$ cat src/verilog/illc_pkg.sv
// shared constants, register map and carrier types of the instruction latch load control
package illc_pkg;
   // datapath widths
   localparam int ILLC_INSTR_W = 13;
   localparam int ILLC_AC_W = 4;
   localparam int ILLC_DISP_W = 15;
   localparam int ILLC_DADR_W = 9;
   localparam int ILLC_FMA_W = 4;
   // field positions inside the 13-bit instruction (lsb index 0 is instruction bit 12)
   localparam int ILLC_AC_LSB = 0;
   localparam int ILLC_DADR_LSB = 4;
   // bus side
   localparam int ILLC_ADDR_W = 8;
   localparam logic [7:0] ILLC_OFS_CONTROL = 8'h00;
   localparam logic [7:0] ILLC_OFS_STATUS = 8'h04;
   localparam logic [7:0] ILLC_OFS_DISPATCH = 8'h08;
   // control register fields
   localparam int ILLC_CTL_STROBE_BIT = 0;
   localparam int ILLC_CTL_SRC_BIT = 1;
   localparam logic [31:0] ILLC_CTL_RESET = 32'h0000_0000;
   // bus responses
   localparam logic [1:0] ILLC_RESP_OKAY = 2'h0;
   localparam logic [1:0] ILLC_RESP_SLVERR = 2'h2;
   // reset values of held state
   localparam logic [12:0] ILLC_INSTR_RESET = 13'h0000;
   localparam logic [3:0] ILLC_FMA_RESET = 4'h0;

   // status word as software sees it
   typedef struct packed {
      logic [4:0] zero_hi;
      logic read_qualifier;
      logic fetch_qualifier;
      logic mem_cycle;
      logic [3:0] zero_mid;
      logic [3:0] accumulator_field;
      logic [2:0] zero_lo;
      logic [12:0] instruction;
   } illc_status_t;

   // memory-control qualifiers that travel together
   typedef struct packed {
      logic fetch;
      logic read;
   } illc_qual_t;
endpackage
$ cat src/verilog/illc_gated_latch.sv
// enabled holding register standing in for a row of mixer latches
`timescale 1ns/1ps
module illc_gated_latch #(
   parameter int W = 13
) (
   input wire logic clk,
   input wire logic reset_n,
   input wire logic open, // gate open: pass d
   input wire logic [W-1:0] d,
   output logic [W-1:0] q
);
   // latch modelled edge-wise: opens for the cycle, closes on the next clock edge
   always_ff @(posedge clk or negedge reset_n)
   begin
      if (!reset_n)
      begin
         q <= '0;
      end
      else if (open)
      begin
         q <= d;
      end
   end
endmodule

$ cat src/verilog/illc_instruction_latch_load_control.sv
// instruction register load control with dispatch register follow-up and bus access
// Function
// - thirteen-bit instruction register holds or passes
// - mixer picks adder, or cache on transfer
// - latch gate from clock and load control
// - fetch and read qualifiers captured with address
// - memory cycle flag set, cleared by transfers
// - memory cycle during fetch opens register
// - microcode load condition opens the register
// - condition load completes in one cycle
// - diagnostic strobe loads work register contents
// - address bits 32-35 address fast memory
// - accumulator field and dispatch output registers
// - dispatch register loads the following clock
// - opens after one clock, closes next
//
// Our own choices: the placing of the registers and register access over AXI4-Lite.
`timescale 1ns/1ps
module illc_instruction_latch_load_control (
   input wire logic clk,
   input wire logic reset_n,
   // datapath and memory sources of the instruction
   input wire logic [illc_pkg::ILLC_INSTR_W-1:0] adder_out,
   input wire logic [illc_pkg::ILLC_INSTR_W-1:0] cache_data,
   input wire logic [illc_pkg::ILLC_INSTR_W-1:0] work_register,
   input wire logic [illc_pkg::ILLC_INSTR_W-1:0] work_extension,
   input wire logic memory_transfer_clock_select,
   // memory control
   input wire illc_pkg::illc_qual_t request_qualifiers,
   input wire logic address_load,
   input wire logic memory_cycle_start,
   input wire logic memory_box_transfer,
   input wire logic fast_memory_transfer,
   input wire logic [illc_pkg::ILLC_FMA_W-1:0] virtual_address_low,
   // microinstruction condition
   input wire logic load_instruction_condition,
   // dispatch ram read data
   input wire logic [illc_pkg::ILLC_DISP_W-1:0] dispatch_ram_data,
   // outputs toward datapath and dispatch ram
   output logic [illc_pkg::ILLC_INSTR_W-1:0] instruction_register,
   output logic [illc_pkg::ILLC_AC_W-1:0] accumulator_field_reg,
   output logic [illc_pkg::ILLC_DISP_W-1:0] dispatch_output_reg,
   output logic [illc_pkg::ILLC_FMA_W-1:0] fast_memory_address,
   output logic dispatch_register_load,
   // axi4-lite slave
   input wire logic [illc_pkg::ILLC_ADDR_W-1:0] s_axi_awaddr,
   input wire logic [2:0] s_axi_awprot,
   input wire logic s_axi_awvalid,
   output logic s_axi_awready,
   input wire logic [31:0] s_axi_wdata,
   input wire logic [3:0] s_axi_wstrb,
   input wire logic s_axi_wvalid,
   output logic s_axi_wready,
   output logic [1:0] s_axi_bresp,
   output logic s_axi_bvalid,
   input wire logic s_axi_bready,
   input wire logic [illc_pkg::ILLC_ADDR_W-1:0] s_axi_araddr,
   input wire logic [2:0] s_axi_arprot,
   input wire logic s_axi_arvalid,
   output logic s_axi_arready,
   output logic [31:0] s_axi_rdata,
   output logic [1:0] s_axi_rresp,
   output logic s_axi_rvalid,
   input wire logic s_axi_rready
);
   import illc_pkg::*;

   // held memory-control state
   illc_qual_t qual_r; // qualifiers of the last request
   logic mem_cycle_r; // memory cycle in progress
   logic dispatch_load_r; // dispatch register opens this cycle
   logic diag_strobe_r; // one-cycle diagnostic strobe
   logic diag_src_r; // strobe source: 0 work register, 1 extension
   logic [ILLC_FMA_W-1:0] fma_r; // fast memory address copy

   // gate terms
   logic load_instruction_control; // any of the three openings
   logic register_hold_term; // high keeps the latches closed
   logic instruction_latch_clock; // effective latch gate
   logic [ILLC_INSTR_W-1:0] instr_mix; // instruction register input mixer

   // bus state
   logic aw_held_r, w_held_r, awready_r, wready_r, bvalid_r, arready_r, rvalid_r; // channel flags
   logic [ILLC_ADDR_W-1:0] awaddr_r, wr_addr; // held and effective write address
   logic [31:0] wdata_r, rdata_r, wr_data, rd_word; // held, returned and effective data
   logic [3:0] wstrb_r, wr_strb; // byte strobes, held and effective
   logic [1:0] bresp_r, rresp_r; // response codes
   logic aw_take, w_take, aw_have, w_have, wr_fire, wr_hit, rd_hit; // handshake terms
   illc_status_t status_word; // software view of the held state

   // three ways to open the register: fetch during memory cycle, condition, strobe
   always_comb
   begin
      load_instruction_control = (mem_cycle_r & qual_r.fetch)
         | load_instruction_condition
         | diag_strobe_r;
      register_hold_term = ~load_instruction_control;
      // clock phase ored with the inverted control; sampled on the clock edge it is the enable
      instruction_latch_clock = ~register_hold_term;
   end

   // input mixer; adder is the default path, cache only while memory transfer is flagged
   always_comb
   begin
      if (diag_strobe_r)
         instr_mix = diag_src_r ? work_extension : work_register;
      else if (memory_transfer_clock_select)
         instr_mix = cache_data;
      else
         // adder passing a or b brings work register or fast memory here
         instr_mix = adder_out;
   end

   // instruction register: holds while closed, follows the mixer while open
   illc_gated_latch #(
      .W(ILLC_INSTR_W)
   ) u_instr (
      .clk(clk),
      .reset_n(reset_n),
      .open(instruction_latch_clock),
      .d(instr_mix),
      .q(instruction_register)
   );

   // accumulator field opens together with the instruction register
   illc_gated_latch #(
      .W(ILLC_AC_W)
   ) u_ac (
      .clk(clk),
      .reset_n(reset_n),
      .open(instruction_latch_clock),
      .d(instr_mix[ILLC_AC_LSB +: ILLC_AC_W]),
      .q(accumulator_field_reg)
   );

   // dispatch output register opens the clock after a condition load of the instruction closes
   illc_gated_latch #(
      .W(ILLC_DISP_W)
   ) u_disp (
      .clk(clk),
      .reset_n(reset_n),
      .open(dispatch_load_r),
      .d(dispatch_ram_data),
      .q(dispatch_output_reg)
   );

   // condition load arms the dispatch register load for the next clock
   always_ff @(posedge clk or negedge reset_n)
   begin
      if (!reset_n)
         dispatch_load_r <= 1'b0;
      else
         dispatch_load_r <= load_instruction_condition;
   end

   assign dispatch_register_load = dispatch_load_r;

   // request qualifiers captured with the address register, held until the next request
   always_ff @(posedge clk or negedge reset_n)
   begin
      if (!reset_n)
         qual_r <= '0;
      else if (address_load)
         qual_r <= request_qualifiers;
   end

   // memory cycle flag; a new start wins over a same-cycle transfer
   always_ff @(posedge clk or negedge reset_n)
   begin
      if (!reset_n)
         mem_cycle_r <= 1'b0;
      else if (memory_cycle_start)
         mem_cycle_r <= 1'b1;
      else if (memory_box_transfer | fast_memory_transfer)
         mem_cycle_r <= 1'b0;
   end

   // fast memory addressed from the low virtual address bits
   always_ff @(posedge clk or negedge reset_n)
   begin
      if (!reset_n)
         fma_r <= ILLC_FMA_RESET;
      else
         fma_r <= virtual_address_low;
   end

   assign fast_memory_address = fma_r;

   // write address and data may arrive in either order; hold each until both are here
   always_comb
   begin
      aw_take = s_axi_awvalid & awready_r;
      w_take = s_axi_wvalid & wready_r;
      aw_have = aw_held_r | aw_take;
      w_have = w_held_r | w_take;
      wr_fire = aw_have & w_have & ~bvalid_r;
      wr_addr = aw_held_r ? awaddr_r : s_axi_awaddr;
      wr_data = w_held_r ? wdata_r : s_axi_wdata;
      wr_strb = w_held_r ? wstrb_r : s_axi_wstrb;
      wr_hit = (wr_addr == ILLC_OFS_CONTROL);
   end

   // write channel bookkeeping; ready drops while a beat waits or a response is pending
   always_ff @(posedge clk or negedge reset_n)
   begin
      if (!reset_n)
      begin
         aw_held_r <= 1'b0;
         w_held_r <= 1'b0;
         awaddr_r <= '0;
         wdata_r <= '0;
         wstrb_r <= '0;
         awready_r <= 1'b0;
         wready_r <= 1'b0;
         bvalid_r <= 1'b0;
         bresp_r <= ILLC_RESP_OKAY;
      end
      else
      begin
         if (aw_take)
            awaddr_r <= s_axi_awaddr;
         if (w_take)
         begin
            wdata_r <= s_axi_wdata;
            wstrb_r <= s_axi_wstrb;
         end
         aw_held_r <= aw_have & ~wr_fire;
         w_held_r <= w_have & ~wr_fire;
         if (wr_fire)
         begin
            bvalid_r <= 1'b1;
            // status and dispatch words are read-only, so writes there are refused
            bresp_r <= wr_hit ? ILLC_RESP_OKAY : ILLC_RESP_SLVERR;
         end
         else if (s_axi_bready)
            bvalid_r <= 1'b0;
         awready_r <= ~(aw_have & ~wr_fire) & ~(wr_fire | (bvalid_r & ~s_axi_bready));
         wready_r <= ~(w_have & ~wr_fire) & ~(wr_fire | (bvalid_r & ~s_axi_bready));
      end
   end

   // control register: strobe bit is write-one pulse, source bit is stored
   always_ff @(posedge clk or negedge reset_n)
   begin
      if (!reset_n)
      begin
         diag_strobe_r <= ILLC_CTL_RESET[ILLC_CTL_STROBE_BIT];
         diag_src_r <= ILLC_CTL_RESET[ILLC_CTL_SRC_BIT];
      end
      else if (wr_fire & wr_hit & wr_strb[0])
      begin
         diag_strobe_r <= wr_data[ILLC_CTL_STROBE_BIT];
         diag_src_r <= wr_data[ILLC_CTL_SRC_BIT];
      end
      else
      begin
         // self-clearing so one write gives exactly one load
         diag_strobe_r <= 1'b0;
      end
   end

   // read mux over the three words; unmapped reads answer zero with an error
   always_comb
   begin
      status_word = '0;
      status_word.instruction = instruction_register;
      status_word.accumulator_field = accumulator_field_reg;
      status_word.mem_cycle = mem_cycle_r;
      status_word.fetch_qualifier = qual_r.fetch;
      status_word.read_qualifier = qual_r.read;
      rd_hit = 1'b1;
      unique case (s_axi_araddr)
         ILLC_OFS_CONTROL: rd_word = {30'h0000_0000, diag_src_r, 1'b0}; // strobe bit reads zero
         ILLC_OFS_STATUS: rd_word = status_word;
         ILLC_OFS_DISPATCH: rd_word = {17'h0_0000, dispatch_output_reg};
         default:
         begin
            rd_word = 32'h0000_0000;
            rd_hit = 1'b0;
         end
      endcase
   end

   // read channel: one read at a time, data the cycle after the address is taken
   always_ff @(posedge clk or negedge reset_n)
   begin
      if (!reset_n)
      begin
         arready_r <= 1'b0;
         rvalid_r <= 1'b0;
         rdata_r <= 32'h0000_0000;
         rresp_r <= ILLC_RESP_OKAY;
      end
      else if (s_axi_arvalid & arready_r)
      begin
         arready_r <= 1'b0;
         rvalid_r <= 1'b1;
         rdata_r <= rd_word;
         rresp_r <= rd_hit ? ILLC_RESP_OKAY : ILLC_RESP_SLVERR;
      end
      else if (rvalid_r & s_axi_rready)
      begin
         rvalid_r <= 1'b0;
         arready_r <= 1'b1;
      end
      else if (!rvalid_r)
         arready_r <= 1'b1;
   end

   assign s_axi_awready = awready_r;
   assign s_axi_wready = wready_r;
   assign s_axi_bvalid = bvalid_r;
   assign s_axi_bresp = bresp_r;
   assign s_axi_arready = arready_r;
   assign s_axi_rvalid = rvalid_r;
   assign s_axi_rdata = rdata_r;
   assign s_axi_rresp = rresp_r;
endmodule

$ cat config.mk
export PLATFORM = sky130hd
export DESIGN_NAME = illc_instruction_latch_load_control
export DESIGN_NICKNAME = d
export VERILOG_FILES = /design/src/verilog/illc_pkg.sv /design/src/verilog/illc_gated_latch.sv /design/src/verilog/illc_instruction_latch_load_control.sv
export SDC_FILE = /design/constraint.sdc
export NUM_CORES = 1
export LEC_CHECK = 0
export BUFFER_PORTS_ARGS = -buffer_cell sky130_fd_sc_hd__buf_2
export CAP_MARGIN = 20
export CORE_UTILIZATION = 39
export CTS_BUF_LIST = sky130_fd_sc_hd__clkbuf_4 sky130_fd_sc_hd__clkbuf_8 sky130_fd_sc_hd__clkbuf_16
export DETAILED_ROUTE_END_ITERATION = 8
export PLACE_DENSITY_LB_ADDON = 0.15
export SLEW_MARGIN = 20
export SYNTH_ARGS = -nofsm -noshare
export SYNTH_HDL_FRONTEND = slang
export SYNTH_SLANG_ARGS = --single-unit
$ cat constraint.sdc
create_clock -name clk -period 1.8 [get_ports clk]
set_clock_uncertainty 0.1 [all_clocks]
set_input_delay 0.18 -clock clk [delete_from_list [all_inputs] [get_ports clk]]
set_output_delay 0.18 -clock clk [all_outputs]
set_load 0.05 [all_outputs]
### Yosys cells after proc, flatten, opt, wreduce, memory -nomap -nowiden

Index checks and enable logic that the tools add are counted.
Widths: inputs -> output; s select.

* flip-flop bits (word level): 96
* bits of input ports: 144
* output and inout port bits: 78
* word-level logic and storage cells: 78

* equal/unequal tests: 3
* multiplexer cells: 20
* bitwise gates (word level): 26
* reduce and logical (&&, ||, !) cells: 6

Operators with widths (count)
* $pmux 27 s3: 1
* $mux 13: 3
* $logic_not 8->1: 2
* $and 1x1->1: 14
* $mux 1: 12
* $eq 8x3->1 const B: 1
* $eq 8x4->1 const B: 1
* $mux 8: 1
* $mux 2: 3
* $not 1->1: 6
* $or 1x1->1: 6
* $reduce_bool 2->1: 3
* $ne 3x1->1 const B: 1
* $reduce_or 3->1: 1

### Logic depth before layout (Yosys ltp)

* word-level depth: 8
* mapped depth: 6
* depth with buffers taken out: 4

### By module

From an unflattened synthesis, not the netlist that was laid out.

* cell total of the unflattened synthesis: 310
* area total of the unflattened synthesis: 3896.2 µm²

Modules (own cells, without submodules)
* illc_instruction_latch_load_control: instances 1, cells each 243, area an instance 2617.5 µm², sequential area each 1301.2 µm²
* illc_gated_latch (u_disp): instances 1, cells each 32, area an instance 613.1 µm², sequential area each 375.4 µm²
* illc_gated_latch (u_instr): instances 1, cells each 27, area an instance 520.5 µm², sequential area each 325.3 µm²
* illc_gated_latch (u_ac): instances 1, cells each 8, area an instance 145.1 µm², sequential area each 100.1 µm²

### Least setup slack after synthesis

OpenSTA, ideal clock, no wires.

* kind: flip-flop to flip-flop
* start point: reg dispatch_load_r, in the netlist dispatch_register_load
* end point: reg u_disp.q[10]
* library setup time: 0.125 ns
* arrival time: 1.608 ns
* required time: 1.575 ns
* setup slack: -0.033 ns
* stages on the path, launching flop included: 4
* buffers on the path: 2
* clock period less this slack: 1.833 ns
* cell sequence: dfrtp_1 > clkbuf_1 > clkbuf_1 > mux2_2

RTL lines
* start: declaration: line illc_instruction_latch_load_control.sv:71 `logic dispatch_load_r;`
* start signal: assignment: line illc_instruction_latch_load_control.sv:153 `dispatch_load_r <= load_instruction_condition;`
* end signal: assignment: line illc_gated_latch.sv:17 `q <= '0;`
* end signal: assignment: line illc_gated_latch.sv:21 `q <= d;`
* end: declaration: line illc_gated_latch.sv:10 `output logic [W-1:0] q`

No word-level cell between the ends.

### Final worst setup path

* start point: reg awaddr_r[1]
* end point: reg diag_src_r

* longest elaborated chain between the ends: 4

Ends and longest elaborated chain
* start: declaration: line illc_instruction_latch_load_control.sv:84 `logic [ILLC_ADDR_W-1:0] awaddr_r, wr_addr;`
* start signal: assignment: line illc_instruction_latch_load_control.sv:221 `awaddr_r <= s_axi_awaddr;`
* $mux 8: line illc_instruction_latch_load_control.sv:197 `wr_addr = aw_held_r ? awaddr_r : s_axi_awaddr;`
* $logic_not 8->1: line illc_instruction_latch_load_control.sv:200 `wr_hit = (wr_addr == ILLC_OFS_CONTROL);`
* $and 1x1->1 (2 in a row): line illc_instruction_latch_load_control.sv:250 `else if (wr_fire & wr_hit & wr_strb[0])`
* end signal: assignment: line illc_instruction_latch_load_control.sv:248 `diag_src_r <= ILLC_CTL_RESET[ILLC_CTL_SRC_BIT];`
* end signal: assignment: line illc_instruction_latch_load_control.sv:253 `diag_src_r <= wr_data[ILLC_CTL_SRC_BIT];`
* end: declaration: line illc_instruction_latch_load_control.sv:73 `logic diag_src_r;`

Every way passes these cells.
A chain may end at the register's enable or synchronous reset.

==> flow_summary.ini <==
[detailed_routing]
vias = 3151
drt_first_pass_iters = 4
detail_route.wirelength_mm = 9.281
drt-initial-drc-count = 108
wl_per_cell_um = 14.13
detail-route-antenna-nets = 0
post-route-drc-count = 0
dr_vias_cell = 4.796

[power]
total_power_per_unit_cell_area_nw_per_um2 = 1013
share_clk_of_total_power_pct = 28.0
power_frac_seq_pct = 43.4
ir_worst_vdd_v = 0.0007757
total_leakage_power_nw = 2.577
switchingPower_mw = 1.775
power_frac_comb_pct = 28.6
cellInternalPower_mw = 3.526
power.share.switching_pct = 33.48

[synth]
synth_seq_area_share_pct = 54.51
synth_enable_flop_cells = 0
synthesis.area_per_instance_sq_um = 11.03
yosysUniqueCellTypes = 36
synthesis.yosys.warnings = 0
mappedNetlistArea_sq_um = 3672
synthArstFlopShare_pct = 100.0
netlist_instances = 333
ys_ff_latch = 80
synth_flop_cell = sky130_fd_sc_hd__dfrtp_1

[global_route]
globalRouteTotalUtil_pct = 19.04
antenna_violations_before_repair = 0
wire_length_of_the_first_global_routing_pass_mm = 14.39
overflow = 0
grt_max_degree = 81
first_global_vias = 3049

[die]
top_level_ports = 222
initial_core_util_pct = 39.93
floorplan.die_area_sq_um = 9808
chipHeight_um = 99.04
rows = 35
coreArea_sq_um = 9196
die_x_um = 99.04

[sta]
tns_ps = 0
grt_setup_unrepaired = true
period_needed_ps = 1796
slew-limit-headroom_pct = 59.50
hold_violations = 0
fmax_ghz = 0.5567
timing_max_transition_violations_final = 0
final_setup_violations = 0
finalWorstSetupSlack_ps = 3.822
timing_worst_slew_pin_value_ps = 607.6
min_period_over_period_pct = 99.79

[cells_and_area]
layout.filler_cells = 825
number_of_nets_in_the_layout = 685
most-common-layout-cells = sky130_fd_sc_hd__buf_2 (169), sky130_fd_sc_hd__dfrtp_1 (79), sky130_fd_sc_hd__nand2_1 (48), sky130_fd_sc_hd__dlygate4sd3_1 (39), sky130_fd_sc_hd__mux2_2 (34)
synthToLayoutAreaGrowth_pct = 42.45
final_common_cell = sky130_fd_sc_hd__buf_2
num_antenna_cells = 0
fraction_of_layout_instances_using_a_drive_strength_above_1_pct = 44.14
stdcell_area_sq_um = 5231

[setup_path]
crit_path_start_kind = register
crit_buf_inv = 0
cp_slowest_cell = sky130_fd_sc_hd__or4b_4
cp_cell_sequence = or4b_4, o22ai_4, nand4_2, mux2_4
critPathCaptureType = register
critPathMaxFanout = 2
max_stage_delay_ps = 550
cpLargestDelayFamily = simple AND/OR/NAND/NOR gates
worst-endpoint-required_ps = 1930
cp.arrival_ps = 1930
worst-setup-path-type = register to register

[place]
post_dp_cell_area_sq_um = 4593
hpwlAfterDp_mm = 6.569
post-place-ws_ps = 12.23
portBuffers = 170
gp_congestion = 0.7412

[status]
outcome = finished clean

[job]
cap_violations = 0

[min_path]
hp-class = input pin to register

[cts]
cts_inserted_buffers = 9
clockRootBuffer = sky130_fd_sc_hd__clkbuf_8
cts_tree = built
cts.reportedPaths.clkPinSlew_ps = 80
cts_sinks = 80
clockBufferDepth = 2
cts.htree.levels = 3
clock_latency_ps = 340
## path summary, 6_finish.rpt
| path | start | slack (ps) | end | cells past startpoint |
|---|---|---|---|---|
| max | awaddr_r[1]$_DFFE_PN0P_ | 4 | diag_src_r$_DFFE_PN0P_ | 4 |
| min | memory_box_transfer | 30 | mem_cycle_r$_DFFE_PN0P_ | 3 |
| min reg2reg | s_axi_rdata[17]$_DFFE_PN0P_ | 380 | s_axi_rdata[17]$_DFFE_PN0P_ | 2 |
| max in group asynchronous | reset_n | 960 | u_instr.q[6]$_DFFE_PN0P_ | 3 |
| max reg2reg | awaddr_r[1]$_DFFE_PN0P_ | 4 | diag_src_r$_DFFE_PN0P_ | 4 |
| min in group asynchronous | reset_n | 300 | qual_r[1]$_DFFE_PN0P_ | 3 |
## repair_timing
action | in CTS | in global routing
hold buffers | 39 | 0
endpoints found under the hold margin | 117 | 0
setup endpoints to repair | 0 | 1
buffers inserted | 0 | 1
gates resized for setup | 0 | 3
## final cells by class
class | instances | area (sq um) | share of cell area [%]
Multi-Input combinational cell | 229 | 1518 | 29.01
Sequential cell | 80 | 2003 | 38.29
Tap cell | 111 | 138.9 | 2.655
Clock buffer | 13 | 160.2 | 3.061
Clock inverter | 3 | 65.06 | 1.244
Timing Repair Buffer | 221 | 1346 | 25.74
## sequential cells by signal, summed over array words and instances, names as in the netlist, 2 cells and up
name and count:
qual_r 2, wdata_r 2, u_disp.q 15, u_instr.q 13, s_axi_rdata 22, awaddr_r 8, fast_memory_address 4
## synth_stat cells, types with 4 or more instances
cell type / number / area [sq um]
sky130_fd_sc_hd__a21oi_1: 18 / 90.09
sky130_fd_sc_hd__o21ai_1: 28 / 140.1
sky130_fd_sc_hd__clkbuf_1: 11 / 41.29
sky130_fd_sc_hd__dfrtp_1: 80 / 2002
sky130_fd_sc_hd__mux2i_1: 15 / 150.1
sky130_fd_sc_hd__buf_2: 5 / 25.02
sky130_fd_sc_hd__buf_4: 17 / 127.6
sky130_fd_sc_hd__o21ai_0: 7 / 35.03
sky130_fd_sc_hd__nand2_1: 48 / 180.2
sky130_fd_sc_hd__mux2_1: 9 / 101.4
sky130_fd_sc_hd__a22oi_1: 12 / 90.09
sky130_fd_sc_hd__nor2b_1: 4 / 25.02
sky130_fd_sc_hd__mux2_2: 34 / 382.9
sky130_fd_sc_hd__nor2_1: 22 / 82.58
## metrics by stage
step | hold slack (ps) | std cells | utilization, % | power [mW]
detailed placement | 140.2 | 601 | 49.95 | 3.762
global route | 29.04 | 657 | 56.88 | 5.572
floorplan | -215.6 | 344 | - | 3.326
global placement | 138.7 | 601 | 49.95 | 3.732
CTS | 15.81 | 656 | 56.64 | 5.316
finish | 32.13 | 657 | 56.88 | 5.301
## power groups by stage
stage	logic [mW]	registers, mW	clock network (mW)
after global routing	1.63	2.34	1.60
after global placement	1.41	2.32	0
final	1.52	2.30	1.48
after CTS	1.50	2.30	1.52
after detailed placement	1.43	2.33	0
after floorplan	0.646	2.68	0
## worst reg2reg max path: cells and delay by family, from the launching register on
kind	cells	cell delay, ps
DFF	1	390
and+or+nand+nor	2	700
AOI/OAI and AO/OA	1	180
muxes	1	320
## logic make-up after synthesis
logic type | Yosys count | synth area share (%)
DFF | 80 | 54.51
AOI/OAI and AO/OA | 72 | 11.35
other | 1 | 0.1021
muxes | 59 | 17.68
and+or+nand+nor | 86 | 10.66
buffers and inverters | 35 | 5.690
## metal layers
| layer | GRT usage (%) | vias up | share of wire [%] |
|---|---|---|---|
| met5 | 0 | - | 0 |
| met4 | 5.166 | 0 | 0.88 |
| met3 | 5.957 | 7 | 6.3 |
| met2 | 33.46 | 108 | 51 |
| met1 | 22.44 | 1486 | 42 |
| li1 | - | 1550 | - |
Power figures use the tool's default switching activity.
